===== src/shared/sac_consts.vh =====
// Purpose: constants for the converter control block
// Assumes: AHB-Lite slave, 32-bit data, word registers
// Notes: all offsets are byte addresses
`ifndef SAC_CONSTS_VH
`define SAC_CONSTS_VH
// register byte offsets
`define SAC_STATUS_CONTROL_OFS 8'h00
`define SAC_RESULT_HIGH_OFS 8'h04
`define SAC_RESULT_LOW_OFS 8'h08
`define SAC_CLOCK_CONFIG_OFS 8'h0C
`define SAC_ADDR_W 8
// status_control_reg fields
`define SAC_CH_LSB 0
`define SAC_CH_MSB 4
`define SAC_CONT_BIT 5
`define SAC_IRQEN_BIT 6
`define SAC_DONE_BIT 7
`define SAC_HWTRIG_BIT 8
`define SAC_CH_ALL_ONES 5'h1F
// clock_config_reg fields
`define SAC_BUSSEL_BIT 0
`define SAC_DIV_LSB 1
`define SAC_DIV_MSB 2
`define SAC_LONG_BIT 3
`define SAC_MODE10_BIT 4
`define SAC_ASYNC_BIT 5
`define SAC_LOWPWR_BIT 6
// reset values
`define SAC_SC_RESET 9'h01F
`define SAC_CK_RESET 7'h00
// sample phase lengths in converter clocks
`define SAC_SHORT_SAMPLE 4'h3
`define SAC_LONG_SAMPLE 5'h17
// result width
`define SAC_RES_W 10
`endif


===== src/hw/sac_conv_ctrl.v =====
// Purpose: converter control with AHB-Lite register slave
// Assumes: pins synchronous to mclk; alt and async clocks are enables
// Notes: one-wait-free slave, every answer OKAY in the data phase
// Function
// - full scale gives all ones, floor zero
// - 10-bit across high/low; 8-bit rounded low
// - transfer completes, sets done, maybe interrupt
// - async select wins, else bus/alt select
// - dedicated clock only while converting, also stop
// - divide source by 1, 2, 4, 8
// - one channel at a time from field
// - mode field picks 10 or 8 bits
// - software write starts unless channel all ones or the trigger select bit is written set
// - hardware trigger starts conversion or series
// - continuous restarts after each transfer until abort
// - half-read 10-bit result blocks new transfer
// - blocked transfer starts another conversion unless an abort comes in the same cycle
// - abort on writes, reset, stop without async
// - abort keeps results; reset clears them
// - abort enters idle low-power state immediately, except a status write that also starts
// - 8-bit short: 18 clocks plus 3 bus; logic takes 14 (3 sample + 11 bit)
// - 8-bit long: 38 clocks plus 3 bus; logic takes 34 (23 sample + 11 bit)
// - 10-bit short: 21 clocks plus 3 bus; logic takes 14 (3 sample + 11 bit)
// - 10-bit long: 41 clocks plus 3 bus; logic takes 34 (23 sample + 11 bit)
// - done flag sets regardless of interrupt enable
// - single mode idles after completion
`include "sac_consts.vh"
module sac_conv_ctrl (
  input wire mclk,
  input wire reset_n,
  input wire hsel,
  input wire [31:0] haddr,
  input wire [1:0] htrans,
  input wire hwrite,
  input wire [2:0] hsize,
  input wire [31:0] hwdata,
  input wire hready,
  output reg [31:0] hrdata,
  output wire hreadyout,
  output wire hresp,
  input wire alt_tick,
  input wire async_tick,
  input wire hw_trigger,
  input wire stop_mode,
  input wire cmp_high,
  input wire cmp_at_high_ref,
  input wire cmp_at_low_ref,
  output reg [4:0] channel_select,
  output wire [10:0] dac_code,
  output wire sample_enable,
  output wire analog_enable,
  output wire low_power_config,
  output wire async_clk_enable,
  output wire conversion_irq
);
  // status_control_reg fields
  reg [4:0] channel_select_field; // selected input
  reg continuous_enable; // continuous series
  reg done_irq_enable; // done interrupt enable
  reg conversion_done_flag; // result ready
  reg hw_trig_select; // hardware trigger mode
  // clock_config_reg fields
  reg bus_clock_select; // bus vs alternate source
  reg [1:0] clock_divide_field; // divide ratio
  reg long_sample_select; // long sample window
  reg mode_10bit; // 1 = 10-bit results
  reg async_clock_select; // dedicated clock source
  reg low_power_cfg; // slower dedicated clock
  // results
  reg rail_high; // input at or over the high rail, held
  reg rail_low; // input at or under the low rail, held
  reg [7:0] result_low_reg; // low byte or 8-bit result
  reg [1:0] res_high; // stored upper bits
  reg half_read; // high read, low not yet
  // bus capture
  reg dp_write; // write data phase pending
  reg dp_read; // read data phase pending
  reg [7:0] dp_addr; // captured byte address
  reg series_on; // continuous series armed
  reg trig_d; // trigger edge history
  // datapath wires
  wire [10:0] raw;
  wire core_busy;
  wire core_done;
  wire conv_tick;
  wire addr_ok;
  wire sc_write;
  wire ck_write;
  wire rd_high;
  wire rd_low;
  wire stop_abort;
  wire abort;
  wire sw_start;
  wire hw_start;
  wire blocked;
  wire transfer;
  wire restart;
  wire start;
  reg [9:0] rounded; // final code
  reg [10:0] rsum; // rounding sum

  // single-cycle slave, no errors
  assign hreadyout = 1'b1;
  assign hresp = 1'b0;
  assign addr_ok = hsel & hready & htrans[1];

  // address phase capture; only word writes are decoded, reads of any size
  always @(posedge mclk) begin
    if (!reset_n) begin
      dp_write <= 1'b0;
      dp_read <= 1'b0;
      dp_addr <= 8'h00;
    end else if (hready) begin
      dp_write <= addr_ok & hwrite & (hsize == 3'h2);
      dp_read <= addr_ok & ~hwrite;
      dp_addr <= haddr[7:0];
    end
  end

  assign sc_write = dp_write & (dp_addr == `SAC_STATUS_CONTROL_OFS);
  assign ck_write = dp_write & (dp_addr == `SAC_CLOCK_CONFIG_OFS);
  assign rd_high = dp_read & (dp_addr == `SAC_RESULT_HIGH_OFS);
  assign rd_low = dp_read & (dp_addr == `SAC_RESULT_LOW_OFS);

  // stop without dedicated clock kills the conversion
  assign stop_abort = stop_mode & ~async_clock_select;
  // abort sources; core drops to idle in the same cycle unless a start comes with it
  assign abort = sc_write | ck_write | stop_abort;
  // software start after write unless channel all ones
  // the trigger select being written decides, not the stale one
  assign sw_start = sc_write & ~hwdata[`SAC_HWTRIG_BIT] &
    (hwdata[`SAC_CH_MSB:`SAC_CH_LSB] != `SAC_CH_ALL_ONES);
  // hardware trigger rising edge
  assign hw_start = hw_trig_select & hw_trigger & ~trig_d & ~core_busy &
    (channel_select_field != `SAC_CH_ALL_ONES) & ~abort;
  // half-read result blocks transfer in 10-bit mode
  assign blocked = core_done & mode_10bit & half_read;
  assign transfer = core_done & ~blocked;
  // restart: blocked always, continuous after transfer
  assign restart = blocked | (transfer & continuous_enable & series_on);
  assign start = sw_start | hw_start | (restart & ~abort);

  // trigger history
  always @(posedge mclk) begin
    if (!reset_n) begin
      trig_d <= 1'b0;
    end else begin
      trig_d <= hw_trigger;
    end
  end

  // rounding of the 11-bit approximation, clamped to full scale
  always @* begin
    if (mode_10bit) begin
      rsum = {1'b0, raw[10:1]} + {10'h000, raw[0]};
    end else begin
      rsum = {3'h0, raw[10:3]} + {10'h000, raw[2]};
    end
    rounded = rsum[9:0];
    if (mode_10bit && rsum[10]) begin
      rounded = 10'h3FF;
    end
    if (!mode_10bit && rsum[8]) begin
      rounded = 10'h0FF;
    end
    // rails force all ones or zero
    if (rail_high) begin
      rounded = mode_10bit ? 10'h3FF : 10'h0FF;
    end else if (rail_low) begin
      rounded = 10'h000;
    end
  end

  // rail flags track the comparator while converting; the comparator side is not
  // defined once the converter idles, and transfer comes after
  always @(posedge mclk) begin
    if (!reset_n) begin
      rail_high <= 1'b0;
      rail_low <= 1'b0;
    end else if (core_busy) begin
      rail_high <= cmp_at_high_ref;
      rail_low <= cmp_at_low_ref;
    end
  end

  // status and control register, with done flag
  always @(posedge mclk) begin
    if (!reset_n) begin
      channel_select_field <= `SAC_CH_ALL_ONES;
      continuous_enable <= 1'b0;
      done_irq_enable <= 1'b0;
      hw_trig_select <= 1'b0;
      conversion_done_flag <= 1'b0;
      series_on <= 1'b0;
    end else begin
      if (sc_write) begin
        channel_select_field <= hwdata[`SAC_CH_MSB:`SAC_CH_LSB];
        continuous_enable <= hwdata[`SAC_CONT_BIT];
        done_irq_enable <= hwdata[`SAC_IRQEN_BIT];
        hw_trig_select <= hwdata[`SAC_HWTRIG_BIT];
        conversion_done_flag <= 1'b0;
        series_on <= sw_start;
      end else if (hw_start) begin
        series_on <= 1'b1;
      end else if (abort) begin
        series_on <= 1'b0;
      end
      // a completed transfer wins over the clear on a low read; a write clears
      if (transfer && !abort) begin
        conversion_done_flag <= 1'b1;
      end else if (rd_low && !sc_write) begin
        conversion_done_flag <= 1'b0;
      end
    end
  end

  // clock configuration register; a write aborts
  always @(posedge mclk) begin
    if (!reset_n) begin
      bus_clock_select <= 1'b0;
      clock_divide_field <= 2'h0;
      long_sample_select <= 1'b0;
      mode_10bit <= 1'b0;
      async_clock_select <= 1'b0;
      low_power_cfg <= 1'b0;
    end else if (ck_write) begin
      bus_clock_select <= hwdata[`SAC_BUSSEL_BIT];
      clock_divide_field <= hwdata[`SAC_DIV_MSB:`SAC_DIV_LSB];
      long_sample_select <= hwdata[`SAC_LONG_BIT];
      mode_10bit <= hwdata[`SAC_MODE10_BIT];
      async_clock_select <= hwdata[`SAC_ASYNC_BIT];
      low_power_cfg <= hwdata[`SAC_LOWPWR_BIT];
    end
  end

  // result registers: reset clears, abort keeps
  always @(posedge mclk) begin
    if (!reset_n) begin
      res_high <= 2'h0;
      result_low_reg <= 8'h00;
      half_read <= 1'b0;
    end else begin
      if (transfer && !abort) begin
        res_high <= mode_10bit ? rounded[9:8] : 2'h0;
        result_low_reg <= rounded[7:0];
      end
      // half-read tracking for the block
      if (rd_low) begin
        half_read <= 1'b0;
      end else if (rd_high && mode_10bit) begin
        half_read <= 1'b1;
      end
    end
  end

  // read mux, registered data output
  always @(posedge mclk) begin
    if (!reset_n) begin
      hrdata <= 32'h00000000;
    end else if (addr_ok && !hwrite && hready) begin
      case (haddr[7:0])
        `SAC_STATUS_CONTROL_OFS: hrdata <= {23'h000000, hw_trig_select,
          conversion_done_flag, done_irq_enable, continuous_enable,
          channel_select_field};
        `SAC_RESULT_HIGH_OFS: hrdata <= {30'h00000000, res_high};
        `SAC_RESULT_LOW_OFS: hrdata <= {24'h000000, result_low_reg};
        `SAC_CLOCK_CONFIG_OFS: hrdata <= {25'h0000000, low_power_cfg,
          async_clock_select, mode_10bit, long_sample_select,
          clock_divide_field, bus_clock_select};
        default: hrdata <= 32'h00000000;
      endcase
    end
  end

  // channel to the multiplexer, one at a time
  always @(posedge mclk) begin
    if (!reset_n) begin
      channel_select <= `SAC_CH_ALL_ONES;
    end else if (sc_write) begin
      // mux follows every status and control write, so an all-ones write parks it
      channel_select <= hwdata[`SAC_CH_MSB:`SAC_CH_LSB];
    end else if (start) begin
      channel_select <= channel_select_field;
    end
  end

  // single mode: core idles after done, so analog stays off
  assign analog_enable = core_busy;
  assign low_power_config = low_power_cfg;
  // interrupt follows flag and enable
  assign conversion_irq = conversion_done_flag & done_irq_enable;

  // timing: sample 3 or 23 ticks, 11 bit ticks, sync in bus clocks;
  // dedicated source startup is outside this logic
  sac_clock_div u_div (
    .mclk(mclk),
    .reset_n(reset_n),
    .run(core_busy),
    .async_sel(async_clock_select),
    .bus_sel(bus_clock_select),
    .div_sel(clock_divide_field),
    .alt_tick(alt_tick),
    .async_tick(async_tick),
    .async_clk_enable(async_clk_enable),
    .conv_tick(conv_tick)
  );

  sac_sar_core u_core (
    .mclk(mclk),
    .reset_n(reset_n),
    .start(start),
    .abort(abort & ~start),
    .tick(conv_tick),
    .long_sample(long_sample_select),
    .cmp_high(cmp_high),
    .dac_code(dac_code),
    .sampling(sample_enable),
    .busy(core_busy),
    .done(core_done),
    .raw(raw)
  );
endmodule // sac_conv_ctrl


===== src/hw/sac_clock_div.v =====
// Purpose: clock source select and divide to the converter clock enable
// Assumes: all sources arrive as enable pulses of mclk
// Notes: divide counter restarts whenever run falls
module sac_clock_div (
  input wire mclk,
  input wire reset_n,
  input wire run,
  input wire async_sel,
  input wire bus_sel,
  input wire [1:0] div_sel,
  input wire alt_tick,
  input wire async_tick,
  output wire async_clk_enable,
  output reg conv_tick
);
  reg [2:0] div_cnt; // counts source pulses
  reg src_tick; // selected source pulse
  reg [2:0] div_max; // terminal count

  // dedicated clock only while converting with it chosen
  assign async_clk_enable = run & async_sel;

  // source mux
  always @* begin
    if (async_sel) begin
      src_tick = async_tick;
    end else if (bus_sel) begin
      src_tick = 1'b1;
    end else begin
      src_tick = alt_tick;
    end
  end

  // divide by 1, 2, 4 or 8
  always @* begin
    case (div_sel)
      2'h0: div_max = 3'h0;
      2'h1: div_max = 3'h1;
      2'h2: div_max = 3'h3;
      default: div_max = 3'h7;
    endcase
  end

  // divider counter; idle clears it so clocks stop in low power
  always @(posedge mclk) begin
    if (!reset_n || !run) begin
      div_cnt <= 3'h0;
      conv_tick <= 1'b0;
    end else begin
      conv_tick <= 1'b0;
      if (src_tick) begin
        if (div_cnt >= div_max) begin
          div_cnt <= 3'h0;
          conv_tick <= 1'b1;
        end else begin
          div_cnt <= div_cnt + 3'h1;
        end
      end
    end
  end
endmodule // sac_clock_div


===== src/hw/sac_sar_core.v =====
// Purpose: sample phase and bit-by-bit successive approximation
// Assumes: comparator answers within one converter clock
// Notes: resolves 11 bits so the result can be rounded
module sac_sar_core (
  input wire mclk,
  input wire reset_n,
  input wire start,
  input wire abort,
  input wire tick,
  input wire long_sample,
  input wire cmp_high,
  output reg [10:0] dac_code,
  output reg sampling,
  output reg busy,
  output reg done,
  output reg [10:0] raw
);
  reg [4:0] samp_cnt; // sample clocks left
  reg [3:0] bit_idx; // bit under trial
  reg [10:0] trial_mask; // one-hot trial bit

  // sample then resolve msb first, one bit per tick
  always @(posedge mclk) begin
    if (!reset_n || abort) begin
      busy <= 1'b0;
      sampling <= 1'b0;
      done <= 1'b0;
      samp_cnt <= 5'h00;
      bit_idx <= 4'h0;
      dac_code <= 11'h000;
      raw <= 11'h000;
    end else begin
      done <= 1'b0;
      if (start) begin
        // start also restarts a running conversion
        busy <= 1'b1;
        sampling <= 1'b1;
        samp_cnt <= long_sample ? `SAC_LONG_SAMPLE
                                : {1'b0, `SAC_SHORT_SAMPLE};
        bit_idx <= 4'hA;
        dac_code <= 11'h400;
      end else if (busy && tick) begin
        if (sampling) begin
          if (samp_cnt == 5'h01) begin
            sampling <= 1'b0;
          end
          samp_cnt <= samp_cnt - 5'h01;
        end else begin
          // keep trial bit only when input stands above it
          if (!cmp_high) begin
            dac_code <= dac_code & ~trial_mask;
          end
          if (bit_idx == 4'h0) begin
            busy <= 1'b0;
            done <= 1'b1;
            raw <= cmp_high ? dac_code : (dac_code & ~trial_mask);
          end else begin
            bit_idx <= bit_idx - 4'h1;
            dac_code <= (cmp_high ? dac_code : (dac_code & ~trial_mask))
                        | (trial_mask >> 1);
          end
        end
      end
    end
  end

  // current trial bit
  always @* begin
    trial_mask = 11'h001 << bit_idx;
  end
endmodule // sac_sar_core


===== config.mk =====
export PLATFORM = sky130hd
export DESIGN_NAME = sac_conv_ctrl
export DESIGN_NICKNAME = d
export VERILOG_FILES = /design/src/hw/sac_conv_ctrl.v /design/src/hw/sac_clock_div.v /design/src/hw/sac_sar_core.v
export VERILOG_INCLUDE_DIRS = /design/src /design/src/shared
export SDC_FILE = /design/constraint.sdc
export NUM_CORES = 1
export LEC_CHECK = 0
export BUFFER_PORTS_ARGS = -buffer_cell sky130_fd_sc_hd__buf_2
export CAP_MARGIN = 15
export CORE_MARGIN = 3
export CORE_UTILIZATION = 54
export CTS_BUF_LIST = sky130_fd_sc_hd__clkbuf_2 sky130_fd_sc_hd__clkbuf_4 sky130_fd_sc_hd__clkbuf_8
export CTS_CLUSTER_SIZE = 8
export DETAILED_ROUTE_END_ITERATION = 8
export HOLD_SLACK_MARGIN = 0.06
export PLACE_DENSITY = 0.82
export SLEW_MARGIN = 20
export SYNTH_ARGS = -nofsm -noshare
export SYNTH_HDL_FRONTEND = slang
export SYNTH_SLANG_ARGS = --single-unit

===== constraint.sdc =====
create_clock -name mclk -period 2.5 [get_ports mclk]
set_input_delay 0.5 -clock mclk [delete_from_list [all_inputs] [get_ports mclk]]
set_output_delay 0.5 -clock mclk [all_outputs]
set_load 0.03 [all_outputs]

* Word-level counts from Yosys, hierarchy flattened
Cells that the tools add are included.
** Operators by class
- $add $sub $neg :: 5
- Magnitude comparators :: 1
- Equal/unequal tests :: 14
- Shifts and indexed selects :: 1
- Multiplexer cells :: 43
- Bitwise operators :: 47
- Reductions and logical operators :: 37
** Operator list (count)
- 11-bit 2-to-1 mux :: 6
- 10-bit 2-to-1 mux :: 5
- 9-bit case mux with 4 select lines :: 1
- 8-bit by 4-bit == test with 1-bit output, second input constant :: 4
- 5-bit 2-to-1 mux :: 6
- 1-bit bitwise AND :: 26
- 1-bit 2-to-1 mux :: 18
- 8-bit by 3-bit == test with 1-bit output, second input constant :: 2
- 8-bit zero test :: 2
- 4-bit 2-to-1 mux :: 4
- 1-bit NOT :: 13
- 10-bit by 1-bit adder with 11-bit output :: 1
- 11-bit bitwise AND :: 1
- 11-bit NOT :: 1
- 11-bit by 10-bit bitwise OR with 11-bit output :: 1
- 1-bit by 4-bit << shifter with 11-bit output, first input constant :: 1
- 5-bit inequality test, second input constant :: 2
- 8-bit by 1-bit adder with 9-bit output :: 1
- 3-bit case mux with 3 select lines :: 1
- 3-bit AND reduction :: 3
- 1-bit logical AND :: 8
- 2-bit nonzero test :: 4
- 1-bit zero test :: 6
- 2-bit AND reduction :: 3
- other kinds (19) :: 28
** Storage, ports and cells
- Register bits after elaboration :: 116
- Input port bits :: 81
- Output and inout bits :: 55
- Logic and storage cells :: 182

* Depth between registers and ports, before layout
- Word-level depth :: 13
- Gate-level depth with buffers :: 8

* Hierarchy
From an unflattened synthesis, not the netlist that was laid out.
** Unflattened totals
- Cells, all modules :: 574
- Area total of the unflattened synthesis :: 5019.8 um2
** By module, submodules not included
- sac_conv_ctrl :: times used 1, cells an instance 373, area each 3204.3 um2, sequential area each 1101.1 um2
- sac_sar_core :: times used 1, cells an instance 168, area each 1544.0 um2, sequential area each 680.7 um2
- sac_clock_div :: times used 1, cells an instance 33, area each 271.5 um2, sequential area each 80.1 um2

* Worst setup path after synthesis
No wires, ideal clock.
- Path kind :: register to register
- Start point :: register dp_addr[7]
- End point :: register channel_select[0]
- Setup time :: 121 ps
- Arrival :: 2008 ps
- Setup slack :: 371 ps
- Cell stages (with the launch flop) :: 7
- Path buffers :: 2
- Period minus slack after synthesis :: 2129 ps
- Cells stage by stage :: dfxtp_1 > or4_4 > or4_4 > buf_6 > and2_4 > buf_6 > mux2_4
** On the way
- Longest elaborated chain between the ends :: 9
- Elaborated cells on any way between the ends :: 15
- Those cells by class :: 1 x eq/ne; 1 x mux; 11 x bitwise; 2 x reduce/logical
** Ends and longest elaborated chain
- from (decl) :: line sac_conv_ctrl.v:78 : reg [7:0] dp_addr;
- from (signal assigned) :: line sac_conv_ctrl.v:116 : dp_addr <= haddr[7:0];
- 8-bit by 4-bit == test with 1-bit output (no source line) or 8-bit zero test (tied branches)
- 1-bit bitwise AND, on equally long branches :: line sac_conv_ctrl.v:121, sac_conv_ctrl.v:120
- 1-bit bitwise OR (2 in a row) :: line sac_conv_ctrl.v:128 : assign abort = sc_write | ck_write | stop_abort;
- 1-bit NOT :: line sac_conv_ctrl.v:135, sac_conv_ctrl.v:141
- 1-bit bitwise AND :: line sac_conv_ctrl.v:134 : assign hw_start = hw_trig_select & hw_trigger & ~trig_d & ~core_busy &
- 1-bit bitwise OR (2 in a row) :: line sac_conv_ctrl.v:141 : assign start = sw_start | hw_start | (restart & ~abort);
- 2-bit nonzero test (no source line)
- to (signal assigned) :: line sac_conv_ctrl.v:278 : channel_select <= `SAC_CH_ALL_ONES;
- to (signal assigned) :: line sac_conv_ctrl.v:281 : channel_select <= hwdata[`SAC_CH_MSB:`SAC_CH_LSB];
- to (signal assigned) :: line sac_conv_ctrl.v:283 : channel_select <= channel_select_field;
- to (decl) :: line sac_conv_ctrl.v:48 : output reg [4:0] channel_select,
Several ways; a longest one is shown, not always the timed one.
A chain may end at the register's enable or synchronous reset.

* Worst setup path after layout
- Start point :: register dp_addr[7]
- End point :: register channel_select[3]
The elaborated chain is that of the path after synthesis.

==> results.py <==
metrics = {
    "placement": {
        "hpwl_mm": 8.369,
        "gp_congestion": 0.8986,
        "port_buffers": 61,
    },
    "worst_hold_path": {
        "hold_class": "input pin to register",
    },
    "clock_tree": {
        "clockBufferDepth": 2,
        "cts-root-buf": "clkbuf_8",
        "numCtsBuffers": 9,
        "insertion_delay_ns": 0.36,
        "clkSinkCount": 93,
        "clk_pin_slew_ns": 0.09,
        "tritoncts": "yes",
        "cts_hold_buf": 0,
        "cts_setup_buffers": 0,
        "htree_levels": 3,
    },
    "floorplan": {
        "rows": 33,
        "ios": 136,
        "core_area_sq_um": 8423,
        "die_width_microns": 100.1,
        "start_util": 0.5680,
        "dieArea_sq_um": 10030,
        "die_y_microns": 100.1,
    },
    "synthesis": {
        "synth_cells": 543,
        "synthFlopType": "dfxtp_1",
        "ys_seq_elements": 93,
        "ys_warn_count": 0,
        "synth_edf_count": 0,
        "synth_seq_area_share": 0.3891,
        "ys_async_sr_fraction": 0,
        "synth_cell_types": 66,
        "avgSynthCellArea_sq_um": 8.811,
        "syn_area_sq_um": 4785,
    },
    "layout": {
        "register_area_sq_um": 1862,
        "final_nets": 682,
        "nFillCells": 726,
        "multi_input_area_sq_um": 2600,
        "largestRegisters": "u_core.dac_code x11, u_core.raw x11, hrdata x9",
        "drive_gt1_frac": 0.1919,
        "antenna_cells": 0,
        "area_delta_synth_final_pct": 9.597,
    },
    "worst_setup_path": {
        "critPathMostFrequentCell": "or4_4",
        "cp.buffers_inverters": 0,
        "cp_slowest_cell": "or4_4",
        "critPathMaxFanout": 10,
        "critical-path-top-delay-family": "simple AND/OR/NAND/NOR gates",
        "slowest_delay_ns": 0.62,
        "start_kind": "register",
        "cp-end-kind": "register",
        "crit_required_ns": 2.75,
        "r2r_setup_slack_ns": 0.28,
        "crit_type": "register to register",
        "path_cells": "or4_4, or4_4, mux2i_1, nand2_1, mux2_4",
        "arrival_ns": 2.47,
    },
    "sta": {
        "fin_tns_setup_ns": 0,
        "worstMarginPinSlew_ns": 0.5899,
        "clock_skew_ns": 0.01182,
        "finalCriticalPeriod_ns": 2.220,
        "slew_violations": 0,
        "fin_crit_sh": 0.8879,
        "max_freq_mhz": 450.5,
        "finalSetupViolCount": 0,
        "hold_violations": 0,
        "maxSlewHeadroom": 0.6031,
        "rsz0062_at_grt": "false",
    },
    "route": {
        "wl_met1_mm": 4.888,
        "drt-total-wl_mm": 11.35,
        "wl_met3_microns": 746,
        "via_per_inst": 5.923,
        "drtIter0Drc": 282,
        "first_pass_iters": 5,
        "postRouteAntennaNets": 0,
        "drcViolationCount": 0,
        "met2_length_mm": 5.553,
        "top_layer_used": "met4",
        "vias": 4140,
        "wl_per_cell_microns": 16.23,
    },
    "power": {
        "leakage_uw": 0.002152,
        "power_uw": 2647,
        "ir_worst_vdd_mv": 0.4100,
        "power.density_nw_per_um2": 504.7,
    },
    "global_routing": {
        "grt_pass1_vias": 3874,
        "grt_util_all_layers": 0.2276,
        "grt_pass1_wl_mm": 18.77,
        "grt_antenna_before_repair": 0,
        "grt-ovfl-total": 0,
        "grt_max_degree": 38,
    },
    "outcome": {
        "status": "finished, final reports clean",
    },
    "job": {
        "max-cap-violations": 0,
    },
}
where the power goes:
part / internal [uW] / leakage, uW / switching, uW
clock: 426 / 0.0000937 / 536
combinational: 55.5 / 0.00131 / 129
sequential: 1490 / 0.000751 / 9.55
cell families (layout without fill, tap and decap cells):
kind of cell | count (synthesis) | after routing | synth area share
DFF | 93 | 93 | 0.3891
AOI/OAI and AO/OA | 120 | 120 | 0.1697
other | 2 | 25 | 0.001570
adders and majority gates | 12 | 12 | 0.03138
xor gates and xnor gates | 10 | 10 | 0.01831
buffers and inverters | 77 | 105 | 0.08682
and+or+nand+nor | 184 | 184 | 0.1982
muxes | 45 | 45 | 0.1049
through the flow:
step	area (sq um)	utilization	hold WS [ns]	cells	worst slack, ns
3_3_place_gp	5042	0.5986	0.4400	683	0.1583
5_1_grt	5244	0.6225	0.4016	699	0.09077
6_report	5244	0.6225	0.3932	699	0.2802
4_1_cts	5238	0.6218	0.3851	699	0.1843
3_5_place_dp	5042	0.5986	0.4769	683	0.08282
2_1_floorplan	4871	-	0.4459	566	0.3709
synthesized netlist by cell type (4+ instances only):
master     n  area, sq um
a21boi_0   4        30.03
a21o_1     4        30.03
a21oi_1   33        165.2
a22oi_1    8        60.06
a31oi_1    6        37.54
a32o_1     8        80.08
and2_1     6        37.54
and3_1     5        31.28
buf_2      4        20.02
buf_4     26        195.2
clkbuf_1  24        90.09
dfxtp_1   93         1862
ha_1      12        150.1
inv_1     15        56.30
mux2_4     5        75.07
mux2i_1   37        370.4
nand2_1   38        142.6
nand2b_1   8        50.05
nand3_1   18        90.09
nand3b_1   5        37.54
nand4_1    8        50.05
nor2_1    53        198.9
nor3_1    13        65.06
nor4_1     5        31.28
o21ai_0   26        130.1
o221a_2    7        78.83
xnor2_1    7        61.31
area by class of cell:
cell class | count | area share
inverter | 16 | 0.01145
timing repair buffer | 73 | 0.07540
tap | 105 | 0.02505
clock inverter | 5 | 0.008351
multi-input combinational | 396 | 0.4958
clock buffer | 11 | 0.02887
sequential | 93 | 0.3550
tightest hold or removal path, delay by kind of cell:
kind                   cells  cell delay, ns
muxes                      1            0.06
and+or+nand+nor            1            0.07
buffers and inverters      1            0.09
layer usage:
metal  vias up  global-route usage
li1       1995                   -
met1      1971              0.2939
met2       157              0.3848
met3        17             0.04795
met4         0             0.06528
met5         -                   0
path summary, 6_finish.rpt:
kind / start / endpoint / cells past startpoint
worst max-delay path: dp_addr[7] / channel_select[3] / 5
worst min-delay path: hwdata[6] / low_power_config / 3
worst max register to register: dp_addr[7] / channel_select[3] / 5
worst min register to register: hrdata[8] / hrdata[8] / 2
placed cells by master, fill, tap and decap left out, drive strengths merged, types with 5 or more instances in the layout:
cell     n
a21oi   33
a22oi    8
a31oi    6
a32o     8
and2     7
and3     5
buf     73
clkbuf  11
conb    25
dfxtp   93
ha      12
inv     16
mux2     6
mux2i   37
nand2   38
nand2b   8
nand3   18
nand3b   5
nand4    8
nor2    53
nor3    14
nor4     5
o21ai   27
o221a    7
xnor2    7
timing repair:
item / in CTS / in global routing
gates resized for setup: 0 / 1
endpoints found under the setup margin: 0 / 4
endpoints found under the hold margin: 0 / 0
(Power assumes the default switching activity.)
